$ cat src/common/rvw_map.vh
// Address map, field layout and reset values of the regulator window bank
`ifndef RVW_MAP_VH
`define RVW_MAP_VH

`define RVW_ADDR_W 8
`define RVW_DATA_W 8
`define RVW_IDX_W 4

// Register offsets
`define RVW_ADDR_REG1_CODE_A 8'h0e
`define RVW_ADDR_REG1_CODE_B 8'h0f
`define RVW_ADDR_REG2_CODE_A 8'h10
`define RVW_ADDR_REG2_CODE_B 8'h11
`define RVW_ADDR_REG3_CODE_A 8'h12
`define RVW_ADDR_REG3_CODE_B 8'h13
`define RVW_ADDR_REG4_CODE_A 8'h14
`define RVW_ADDR_REG4_CODE_B 8'h15
`define RVW_ADDR_REG1_WINDOW 8'h18
`define RVW_ADDR_REG2_WINDOW 8'h19
`define RVW_ADDR_REG3_WINDOW 8'h1a
`define RVW_ADDR_REG4_WINDOW 8'h1b
`define RVW_ADDR_SELECT 8'h1c
`define RVW_ADDR_LOAD_STATUS 8'h1d

// Storage indices
`define RVW_IDX_FIRST_CODE 4'h0
`define RVW_IDX_FIRST_WINDOW 4'h8
`define RVW_IDX_SELECT 4'hc
`define RVW_IDX_NONE 4'hf
`define RVW_NUM_REGS 13
`define RVW_LAST_IDX 4'hc

// Field layout
`define RVW_LOW_MSB 5
`define RVW_LOW_LSB 3
`define RVW_HIGH_MSB 2
`define RVW_HIGH_LSB 0
`define RVW_THR_W 3
`define RVW_NUM_REGULATORS 4

// Values
`define RVW_RESET_BYTE 8'h00
`define RVW_FULL_MASK 8'hff
`define RVW_SELECT_MASK 8'h0f
`define RVW_STATUS_BUSY_BIT 0
`define RVW_STATUS_LOADED_BIT 1

`endif

$ cat src/hdl/rvw_default_mem.v
// Small memory holding the nonvolatile default image, registered read data
`timescale 1ns/1ps
module rvw_default_mem #(
  parameter WIDTH = 8,
  parameter DEPTH = 16,
  parameter AW = 4
) (
  input wire ref_clk_in,
  input wire arst_n_in,
  input wire wr_en_in,
  input wire [AW-1:0] wr_addr_in,
  input wire [WIDTH-1:0] wr_data_in,
  input wire rd_en_in,
  input wire [AW-1:0] rd_addr_in,
  output wire [WIDTH-1:0] rd_data_out
);

  reg [WIDTH-1:0] mem_q [0:DEPTH-1];
  reg [WIDTH-1:0] rd_data_q;

  // Image store, no reset on the array
  always @(posedge ref_clk_in) begin
    if (wr_en_in) begin
      mem_q[wr_addr_in] <= wr_data_in;
    end
  end

  // Read register
  always @(posedge ref_clk_in or negedge arst_n_in) begin
    if (!arst_n_in) begin
      rd_data_q <= {WIDTH{1'b0}};
    end else if (rd_en_in) begin
      rd_data_q <= mem_q[rd_addr_in];
    end
  end

  assign rd_data_out = rd_data_q;

endmodule

$ cat src/hdl/rvw_regs.v
// Voltage code and power-good window register bank for four regulators
//
// Operation
// Each regulator has two 8-bit read/write voltage code registers, whole byte one field.
// Every code and threshold field is overwritten by the nonvolatile defaults when loaded.
// A per-regulator select bit picks the first code register on zero, the second on one.
// Window bits 5 to 3 hold the low threshold code, -3% up to -10%.
// Window bits 2 to 0 hold the high threshold code, +3% up to +10%.
// The four window registers sit at 0x18 to 0x1b in regulator order and reset to 0x00.
// Code pairs of regulators two to four sit at 0x10/0x11, 0x12/0x13, 0x14/0x15, reset 0x00.
// Reserved window bits 7 and 6 are stored and read back with no effect on thresholds.
`timescale 1ns/1ps
`include "rvw_map.vh"
module rvw_regs #(
  parameter NUM_REGS = `RVW_NUM_REGS,
  parameter MEM_DEPTH = 16
) (
  input wire ref_clk_in,
  input wire arst_n_in,
  input wire [`RVW_ADDR_W-1:0] addr_in,
  input wire [`RVW_DATA_W-1:0] wr_data_in,
  input wire wr_en_in,
  input wire rd_en_in,
  output wire [`RVW_DATA_W-1:0] rd_data_out,
  input wire nv_wr_en_in,
  input wire [`RVW_IDX_W-1:0] nv_wr_addr_in,
  input wire [`RVW_DATA_W-1:0] nv_wr_data_in,
  input wire nv_load_in,
  output wire nv_busy_out,
  output wire nv_done_out,
  output wire [4*`RVW_DATA_W-1:0] active_code_out,
  output wire [4*`RVW_THR_W-1:0] low_threshold_out,
  output wire [4*`RVW_THR_W-1:0] high_threshold_out
);

  ////////////////////////////////////////////////////////////////////////////
  // Decoding

  function [`RVW_IDX_W-1:0] addr_to_idx;
    input [`RVW_ADDR_W-1:0] a;
    begin
      case (a)
        `RVW_ADDR_REG1_CODE_A: addr_to_idx = 4'h0;
        `RVW_ADDR_REG1_CODE_B: addr_to_idx = 4'h1;
        `RVW_ADDR_REG2_CODE_A: addr_to_idx = 4'h2;
        `RVW_ADDR_REG2_CODE_B: addr_to_idx = 4'h3;
        `RVW_ADDR_REG3_CODE_A: addr_to_idx = 4'h4;
        `RVW_ADDR_REG3_CODE_B: addr_to_idx = 4'h5;
        `RVW_ADDR_REG4_CODE_A: addr_to_idx = 4'h6;
        `RVW_ADDR_REG4_CODE_B: addr_to_idx = 4'h7;
        `RVW_ADDR_REG1_WINDOW: addr_to_idx = 4'h8;
        `RVW_ADDR_REG2_WINDOW: addr_to_idx = 4'h9;
        `RVW_ADDR_REG3_WINDOW: addr_to_idx = 4'ha;
        `RVW_ADDR_REG4_WINDOW: addr_to_idx = 4'hb;
        `RVW_ADDR_SELECT: addr_to_idx = `RVW_IDX_SELECT;
        default: addr_to_idx = `RVW_IDX_NONE;
      endcase
    end
  endfunction

  // Select register keeps only its regulator bits
  function [`RVW_DATA_W-1:0] idx_mask;
    input [`RVW_IDX_W-1:0] i;
    begin
      if (i == `RVW_IDX_SELECT) begin
        idx_mask = `RVW_SELECT_MASK;
      end else begin
        idx_mask = `RVW_FULL_MASK;
      end
    end
  endfunction

  ////////////////////////////////////////////////////////////////////////////
  // Default loader state machine

  localparam [2:0] ST_IDLE = 3'b001;
  localparam [2:0] ST_RUN = 3'b010;
  localparam [2:0] ST_FINISH = 3'b100;

  reg [2:0] state_q;
  reg [2:0] state_d;
  reg [`RVW_IDX_W-1:0] ptr_q;
  reg [`RVW_IDX_W-1:0] ptr_d;
  reg ld_valid_q;
  reg [`RVW_IDX_W-1:0] ld_idx_q;
  reg busy_q;
  reg done_q;
  reg loaded_q;
  reg mem_rd_en;
  wire [`RVW_DATA_W-1:0] mem_rd_data;

  always @* begin
    state_d = state_q;
    ptr_d = ptr_q;
    mem_rd_en = 1'b0;
    case (state_q)
      ST_IDLE: begin
        if (nv_load_in) begin
          state_d = ST_RUN;
          ptr_d = `RVW_IDX_FIRST_CODE;
        end
      end
      ST_RUN: begin
        mem_rd_en = 1'b1;
        if (ptr_q == `RVW_LAST_IDX) begin
          state_d = ST_FINISH;
        end else begin
          ptr_d = ptr_q + 4'h1;
        end
      end
      ST_FINISH: begin
        state_d = ST_IDLE;
      end
      default: begin
        state_d = ST_IDLE;
      end
    endcase
  end

  always @(posedge ref_clk_in or negedge arst_n_in) begin
    if (!arst_n_in) begin
      state_q <= ST_IDLE;
      ptr_q <= `RVW_IDX_FIRST_CODE;
      ld_valid_q <= 1'b0;
      ld_idx_q <= `RVW_IDX_FIRST_CODE;
      busy_q <= 1'b0;
      done_q <= 1'b0;
      loaded_q <= 1'b0;
    end else begin
      state_q <= state_d;
      ptr_q <= ptr_d;
      ld_valid_q <= mem_rd_en;
      ld_idx_q <= ptr_q;
      busy_q <= (state_d != ST_IDLE);
      done_q <= (state_q == ST_FINISH);
      if (state_q == ST_FINISH) begin
        loaded_q <= 1'b1;
      end
    end
  end

  rvw_default_mem #(
    .WIDTH(`RVW_DATA_W),
    .DEPTH(MEM_DEPTH),
    .AW(`RVW_IDX_W)
  ) u_defaults (
    .ref_clk_in(ref_clk_in),
    .arst_n_in(arst_n_in),
    .wr_en_in(nv_wr_en_in),
    .wr_addr_in(nv_wr_addr_in),
    .wr_data_in(nv_wr_data_in),
    .rd_en_in(mem_rd_en),
    .rd_addr_in(ptr_q),
    .rd_data_out(mem_rd_data)
  );

  ////////////////////////////////////////////////////////////////////////////
  // Register storage

  reg [`RVW_DATA_W-1:0] regs_q [0:NUM_REGS-1];
  wire [`RVW_IDX_W-1:0] bus_idx;
  integer i;

  assign bus_idx = addr_to_idx(addr_in);

  always @(posedge ref_clk_in or negedge arst_n_in) begin
    if (!arst_n_in) begin
      for (i = 0; i < NUM_REGS; i = i + 1) begin
        regs_q[i] <= `RVW_RESET_BYTE;
      end
    end else begin
      for (i = 0; i < NUM_REGS; i = i + 1) begin
        if (ld_valid_q && (ld_idx_q == i[`RVW_IDX_W-1:0])) begin
          // Defaults win over a bus write in the same cycle
          regs_q[i] <= mem_rd_data & idx_mask(ld_idx_q);
        end else if (wr_en_in && (bus_idx == i[`RVW_IDX_W-1:0])) begin
          regs_q[i] <= wr_data_in & idx_mask(bus_idx);
        end
      end
    end
  end

  ////////////////////////////////////////////////////////////////////////////
  // Read port

  reg [`RVW_DATA_W-1:0] rd_data_q;
  reg [`RVW_DATA_W-1:0] rd_mux;

  always @* begin
    rd_mux = `RVW_RESET_BYTE;
    if (addr_in == `RVW_ADDR_LOAD_STATUS) begin
      rd_mux[`RVW_STATUS_BUSY_BIT] = busy_q;
      rd_mux[`RVW_STATUS_LOADED_BIT] = loaded_q;
    end else if (bus_idx != `RVW_IDX_NONE) begin
      rd_mux = regs_q[bus_idx];
    end
  end

  always @(posedge ref_clk_in or negedge arst_n_in) begin
    if (!arst_n_in) begin
      rd_data_q <= `RVW_RESET_BYTE;
    end else if (rd_en_in) begin
      rd_data_q <= rd_mux;
    end else begin
      rd_data_q <= `RVW_RESET_BYTE;
    end
  end

  ////////////////////////////////////////////////////////////////////////////
  // Per-regulator outputs

  reg [4*`RVW_DATA_W-1:0] code_q;
  reg [4*`RVW_THR_W-1:0] low_q;
  reg [4*`RVW_THR_W-1:0] high_q;
  wire [`RVW_DATA_W-1:0] select_reg;

  assign select_reg = regs_q[`RVW_IDX_SELECT];

  genvar g;
  generate
    for (g = 0; g < `RVW_NUM_REGULATORS; g = g + 1) begin : g_reg
      wire [`RVW_DATA_W-1:0] code_first;
      wire [`RVW_DATA_W-1:0] code_second;
      wire [`RVW_DATA_W-1:0] window;
      assign code_first = regs_q[2*g];
      assign code_second = regs_q[2*g+1];
      assign window = regs_q[`RVW_IDX_FIRST_WINDOW+g];
      always @(posedge ref_clk_in or negedge arst_n_in) begin
        if (!arst_n_in) begin
          code_q[g*`RVW_DATA_W +: `RVW_DATA_W] <= `RVW_RESET_BYTE;
          low_q[g*`RVW_THR_W +: `RVW_THR_W] <= {`RVW_THR_W{1'b0}};
          high_q[g*`RVW_THR_W +: `RVW_THR_W] <= {`RVW_THR_W{1'b0}};
        end else begin
          if (select_reg[g]) begin
            code_q[g*`RVW_DATA_W +: `RVW_DATA_W] <= code_second;
          end else begin
            code_q[g*`RVW_DATA_W +: `RVW_DATA_W] <= code_first;
          end
          low_q[g*`RVW_THR_W +: `RVW_THR_W] <= window[`RVW_LOW_MSB:`RVW_LOW_LSB];
          high_q[g*`RVW_THR_W +: `RVW_THR_W] <= window[`RVW_HIGH_MSB:`RVW_HIGH_LSB];
        end
      end
    end
  endgenerate

  assign rd_data_out = rd_data_q;
  assign nv_busy_out = busy_q;
  assign nv_done_out = done_q;
  assign active_code_out = code_q;
  assign low_threshold_out = low_q;
  assign high_threshold_out = high_q;

endmodule

$ cat config.mk
export PLATFORM = sky130hd
export DESIGN_NAME = rvw_regs
export DESIGN_NICKNAME = d
export VERILOG_FILES = /design/src/hdl/rvw_default_mem.v /design/src/hdl/rvw_regs.v
export VERILOG_INCLUDE_DIRS = /design/src /design/src/common
export SDC_FILE = /design/constraint.sdc
export NUM_CORES = 1
export LEC_CHECK = 0
export BUFFER_PORTS_ARGS = -buffer_cell sky130_fd_sc_hd__buf_2
export CAP_MARGIN = 25
export CORE_MARGIN = 2
export CORE_UTILIZATION = 30
export CTS_CLUSTER_DIAMETER = 150
export DETAILED_ROUTE_END_ITERATION = 10
export GPL_ROUTABILITY_DRIVEN = 1
export SLEW_MARGIN = 5
export SYNTH_ARGS = -nofsm -noshare
export SYNTH_HDL_FRONTEND = slang
export SYNTH_SLANG_ARGS = --single-unit
$ cat constraint.sdc
create_clock -name ref_clk_in -period 6.2 [get_ports ref_clk_in]
set_input_delay 1.24 -clock ref_clk_in [delete_from_list [all_inputs] [get_ports ref_clk_in]]
set_output_delay 1.24 -clock ref_clk_in [all_outputs]
set_load 0.1 [all_outputs]
==> out/results.tsv <==
stage	metric	value	unit
pwr	Leak	5.82	nW
floorplanning	Top-Level Pins	100	
cts	Worst-path clk slew	0.06	ns
cts	post-CTS sizing	0	
pwr	Switching Share	35.6	%
routing	Vias per Instance	5.30	
floorplanning	FP Rows	79	
place	dpl hpwl	27900	µm
critical_path	crit path max-delay cell type	a2111oi_4	
critical_path	Worst setup EP type	flop	
synth	number of synthesized register bits	319	
global_routing	total track usage	17.0	%
timing	relative slew slack	32.3	%
cells_and_area	Reg area	8630	µm²
synth	Synth Area in Adders	0.178	%
timing	final setup fails	0	
timing	fin crit share	56.4	%
synth	post-synth top area cell	dfrtp_1	
floorplanning	die area	48600	µm²
cts	CTS Hold Bufs	0	
place	Routability Congestion	0.939	
synth	Synth Area in Compound Gates	8.89	%
synth	Post-synth ARST share	59.9	%
cells_and_area	nets@finish	1216	
cells_and_area	commonest non-fill, non-tap cell in the layout	dfrtp_1	
cells_and_area	commonest cells after routing, fill and taps aside	dfrtp_1, edfxtp_1, nand2_1	
synth	Synthesized Nets	1136	
pwr	power per cell area	399	nW/µm²
cts	clock root buffer	clkbuf_16	
timing	min Tclk post-route	3.50	ns
cells_and_area	max FFs per register	128	
synth	largest family of logic cells by synthesized area	multiplexers	
cells_and_area	Area Overhead vs Synth	16.2	%
synth	Synth area leaders	dfrtp_1, edfxtp_1, mux2i_1, mux4_2, nand2_1	
synth	simple-gate share of the synthesized area	11.2	%
critical_path	Buf/Inv on CP	1	
cells_and_area	final cell count without fillers	1812	
critical_path	crit path to	g_reg[2].code_first[2]	
pwr	Worst IR Drop VDD	0.000243	V
cts	post-CTS setup buffers	0	
timing	Pins Over Slew Limit	0	
routing	drt total wl	40600	µm
place	dpl cells	1749	
hold_path	HP Class	flop to flop	
floorplanning	starting density of the core	30.3	%
synth	post-synth cell types	65	
synth	number of synthesized flops with an enable pin	128	
cts	Clk Latency, worst-skew pair	0.54	ns
critical_path	CP Class	primary input to flop	
critical_path	FF-to-FF Start	ptr_q[0]	
global_routing	first-pass GRT wire length	61300	µm
timing	total negative setup slack	0	ns
pwr	Comb pwr share	24.6	%
timing	Slew @ Worst Pin	1.01	ns
cts	clk buf depth	3	
synth	sequential fraction of the synthesis area	61.4	%
synth	ys flop type	dfrtp_1	
cts	H-tree levels	2	
status	run status	finished clean	
routing	routed len/inst	22.4	µm
critical_path	CP startpoint	addr_in[4]	
place	port bufs	99	
global_routing	global route total overflow	0	
synth	mux cell area share after synthesis	16.0	%
cts	Sink Count	319	
synth	Ys Warns	0	
critical_path	r2r endpoint	u_defaults.rd_data_out[5]	
critical_path	crit start category	primary input	
critical_path	CP Data Required Time	6.59	ns
pwr	Clk pwr share	32.0	%
run	maxcap violations	0	
global_routing	initial antenna violation count	0	
routing	Initial DRC Count	837	
timing	RSZ-0062 raised after global routing	false	
routing	Remaining DRCs	0	
pwr	Cell Int Power	4.19	mW
critical_path	FF-to-FF path depth	5	
cells_and_area	multi-input logic area	5140	µm²
floorplanning	Die H	220	µm
critical_path	crit path cell chain	buf_2 > or4b_4 > or4_1 > a2111oi_4 > mux2i_1 > a21oi_1	
cts	TritonCTS buffer count	35	
synth	Avg Inst Size Synth	12.8	µm²
cells_and_area	Filler cells	4543	
cells_and_area	Final Util	35.2	%
global_routing	largest net degree at the start of global routing	73	
critical_path	R2R Setup Slk	3.90	ns
synth	Synth Area in XOR/XNOR	0.187	%
global_routing	number of global-route vias before repair	9711	
floorplanning	total core area	46400	µm²
timing	Fmax	286	MHz
cells_and_area	ratio of cells with drive above 1 in the final layout	21.5	%
critical_path	Worst EP arrival	3.89	ns
synth	Syn Std Cell Area	14000	µm²
critical_path	critical path's largest stage delay	0.83	ns
routing	via count	9596	
synth	Synth top area share	33.9	%
routing	number of routed nets with antenna violations	0	
critical_path	delay-heaviest family, CP	simple AND/OR/NAND/NOR gates	
cells_and_area	Biggest register	u_defaults.mem_q	
cts	CTS tree	yes	
critical_path	WP depth	6	
pwr	P_sw	2.32	mW
floorplanning	Die W	220	µm
timing	Final Hold Violating Endpoints	0	
routing	DRT Pass-1 Iters	5	
pwr	sequential power share	43.4	%
critical_path	Max FO, Critical Path	21	
synth	Mapped Cells	1100	
timing	skew final	0.0262	ns
-- area by class of cell --
type	instances	area share [%]
repair buffers	111	3.67
flip-flops and latches	319	52.9
inverters	10	0.230
diodes	1	0.0153
clock inverters	15	1.05
well taps	607	4.65
clock buffers	46	6.00
multi-input cells	703	31.5
-- power by group through the flow --
stage | Clock, mW | Combinational [mW] | Sequential, mW
after floorplan | 0 | 0.702 | 3.28
after global placement | 0 | 1.59 | 2.86
after detailed placement | 0 | 1.61 | 2.87
after CTS | 2.14 | 1.62 | 2.83
after global routing | 2.23 | 1.71 | 2.86
final | 2.08 | 1.60 | 2.83
-- per-layer routing --
layer	up-vias	GRT usage, %	share of wire [%]
met4	0	6.80	4.0
li1	4266	-	-
met5	-	0	0
met1	4805	21.8	41
met2	429	28.0	48
met3	96	3.56	7.4
-- Yosys cell counts (3+ instances only) --
cell type	number
a2111oi_4	3
a211o_1	5
a211oi_1	3
a211oi_2	3
a21oi_1	79
a31oi_1	12
and2_1	6
buf_1	6
clkbuf_1	61
dfrtp_1	190
edfxtp_1	128
inv_1	10
mux2_2	33
mux2i_1	98
mux4_2	40
nand2_1	111
nand2b_1	9
nand3_1	32
nand3b_1	8
nand4_1	16
nor2_1	78
nor2b_1	7
nor3_1	16
nor3b_1	7
nor4_1	5
o21ai_0	58
o21ai_1	3
o221ai_1	4
o22a_1	3
o22ai_1	8
o311ai_0	5
o31ai_1	4
or2_2	4
or3_1	3
-- through the flow --
stage / cell area (µm²) / setup WS, ns / total power, mW / hold slack (ns)
floorplan: 14000 / 2.80 / 3.98 / 0.352
global placement: 15100 / 2.22 / 4.46 / 0.397
detailed placement: 15200 / 2.18 / 4.48 / 0.400
CTS: 16300 / 2.74 / 6.59 / 0.413
global route: 16300 / 2.52 / 6.81 / 0.426
finish: 16300 / 2.70 / 6.52 / 0.413
-- worst min-delay path by stage --
stage / cells after the start / end / startpoint / slack, ns
after floorplan: 0 / ld_idx_q[3] / ptr_q[3] / 0.35
after global placement: 0 / high_threshold_out[3] / g_reg[1].window[0] / 0.40
after detailed placement: 0 / high_threshold_out[3] / g_reg[1].window[0] / 0.40
after CTS: 0 / high_threshold_out[3] / g_reg[1].window[0] / 0.41
after global routing: 0 / high_threshold_out[3] / g_reg[1].window[0] / 0.43
final: 0 / high_threshold_out[3] / g_reg[1].window[0] / 0.41
-- kinds of logic after synthesis --
kind of cell    after synthesis
simple gates                325
xor+xnor                      3
buf+inv                      78
flops                       319
fa+ha+maj                     2
compound gates              202
mux                         171
Note: power is estimated with default switching activity, not from simulation.
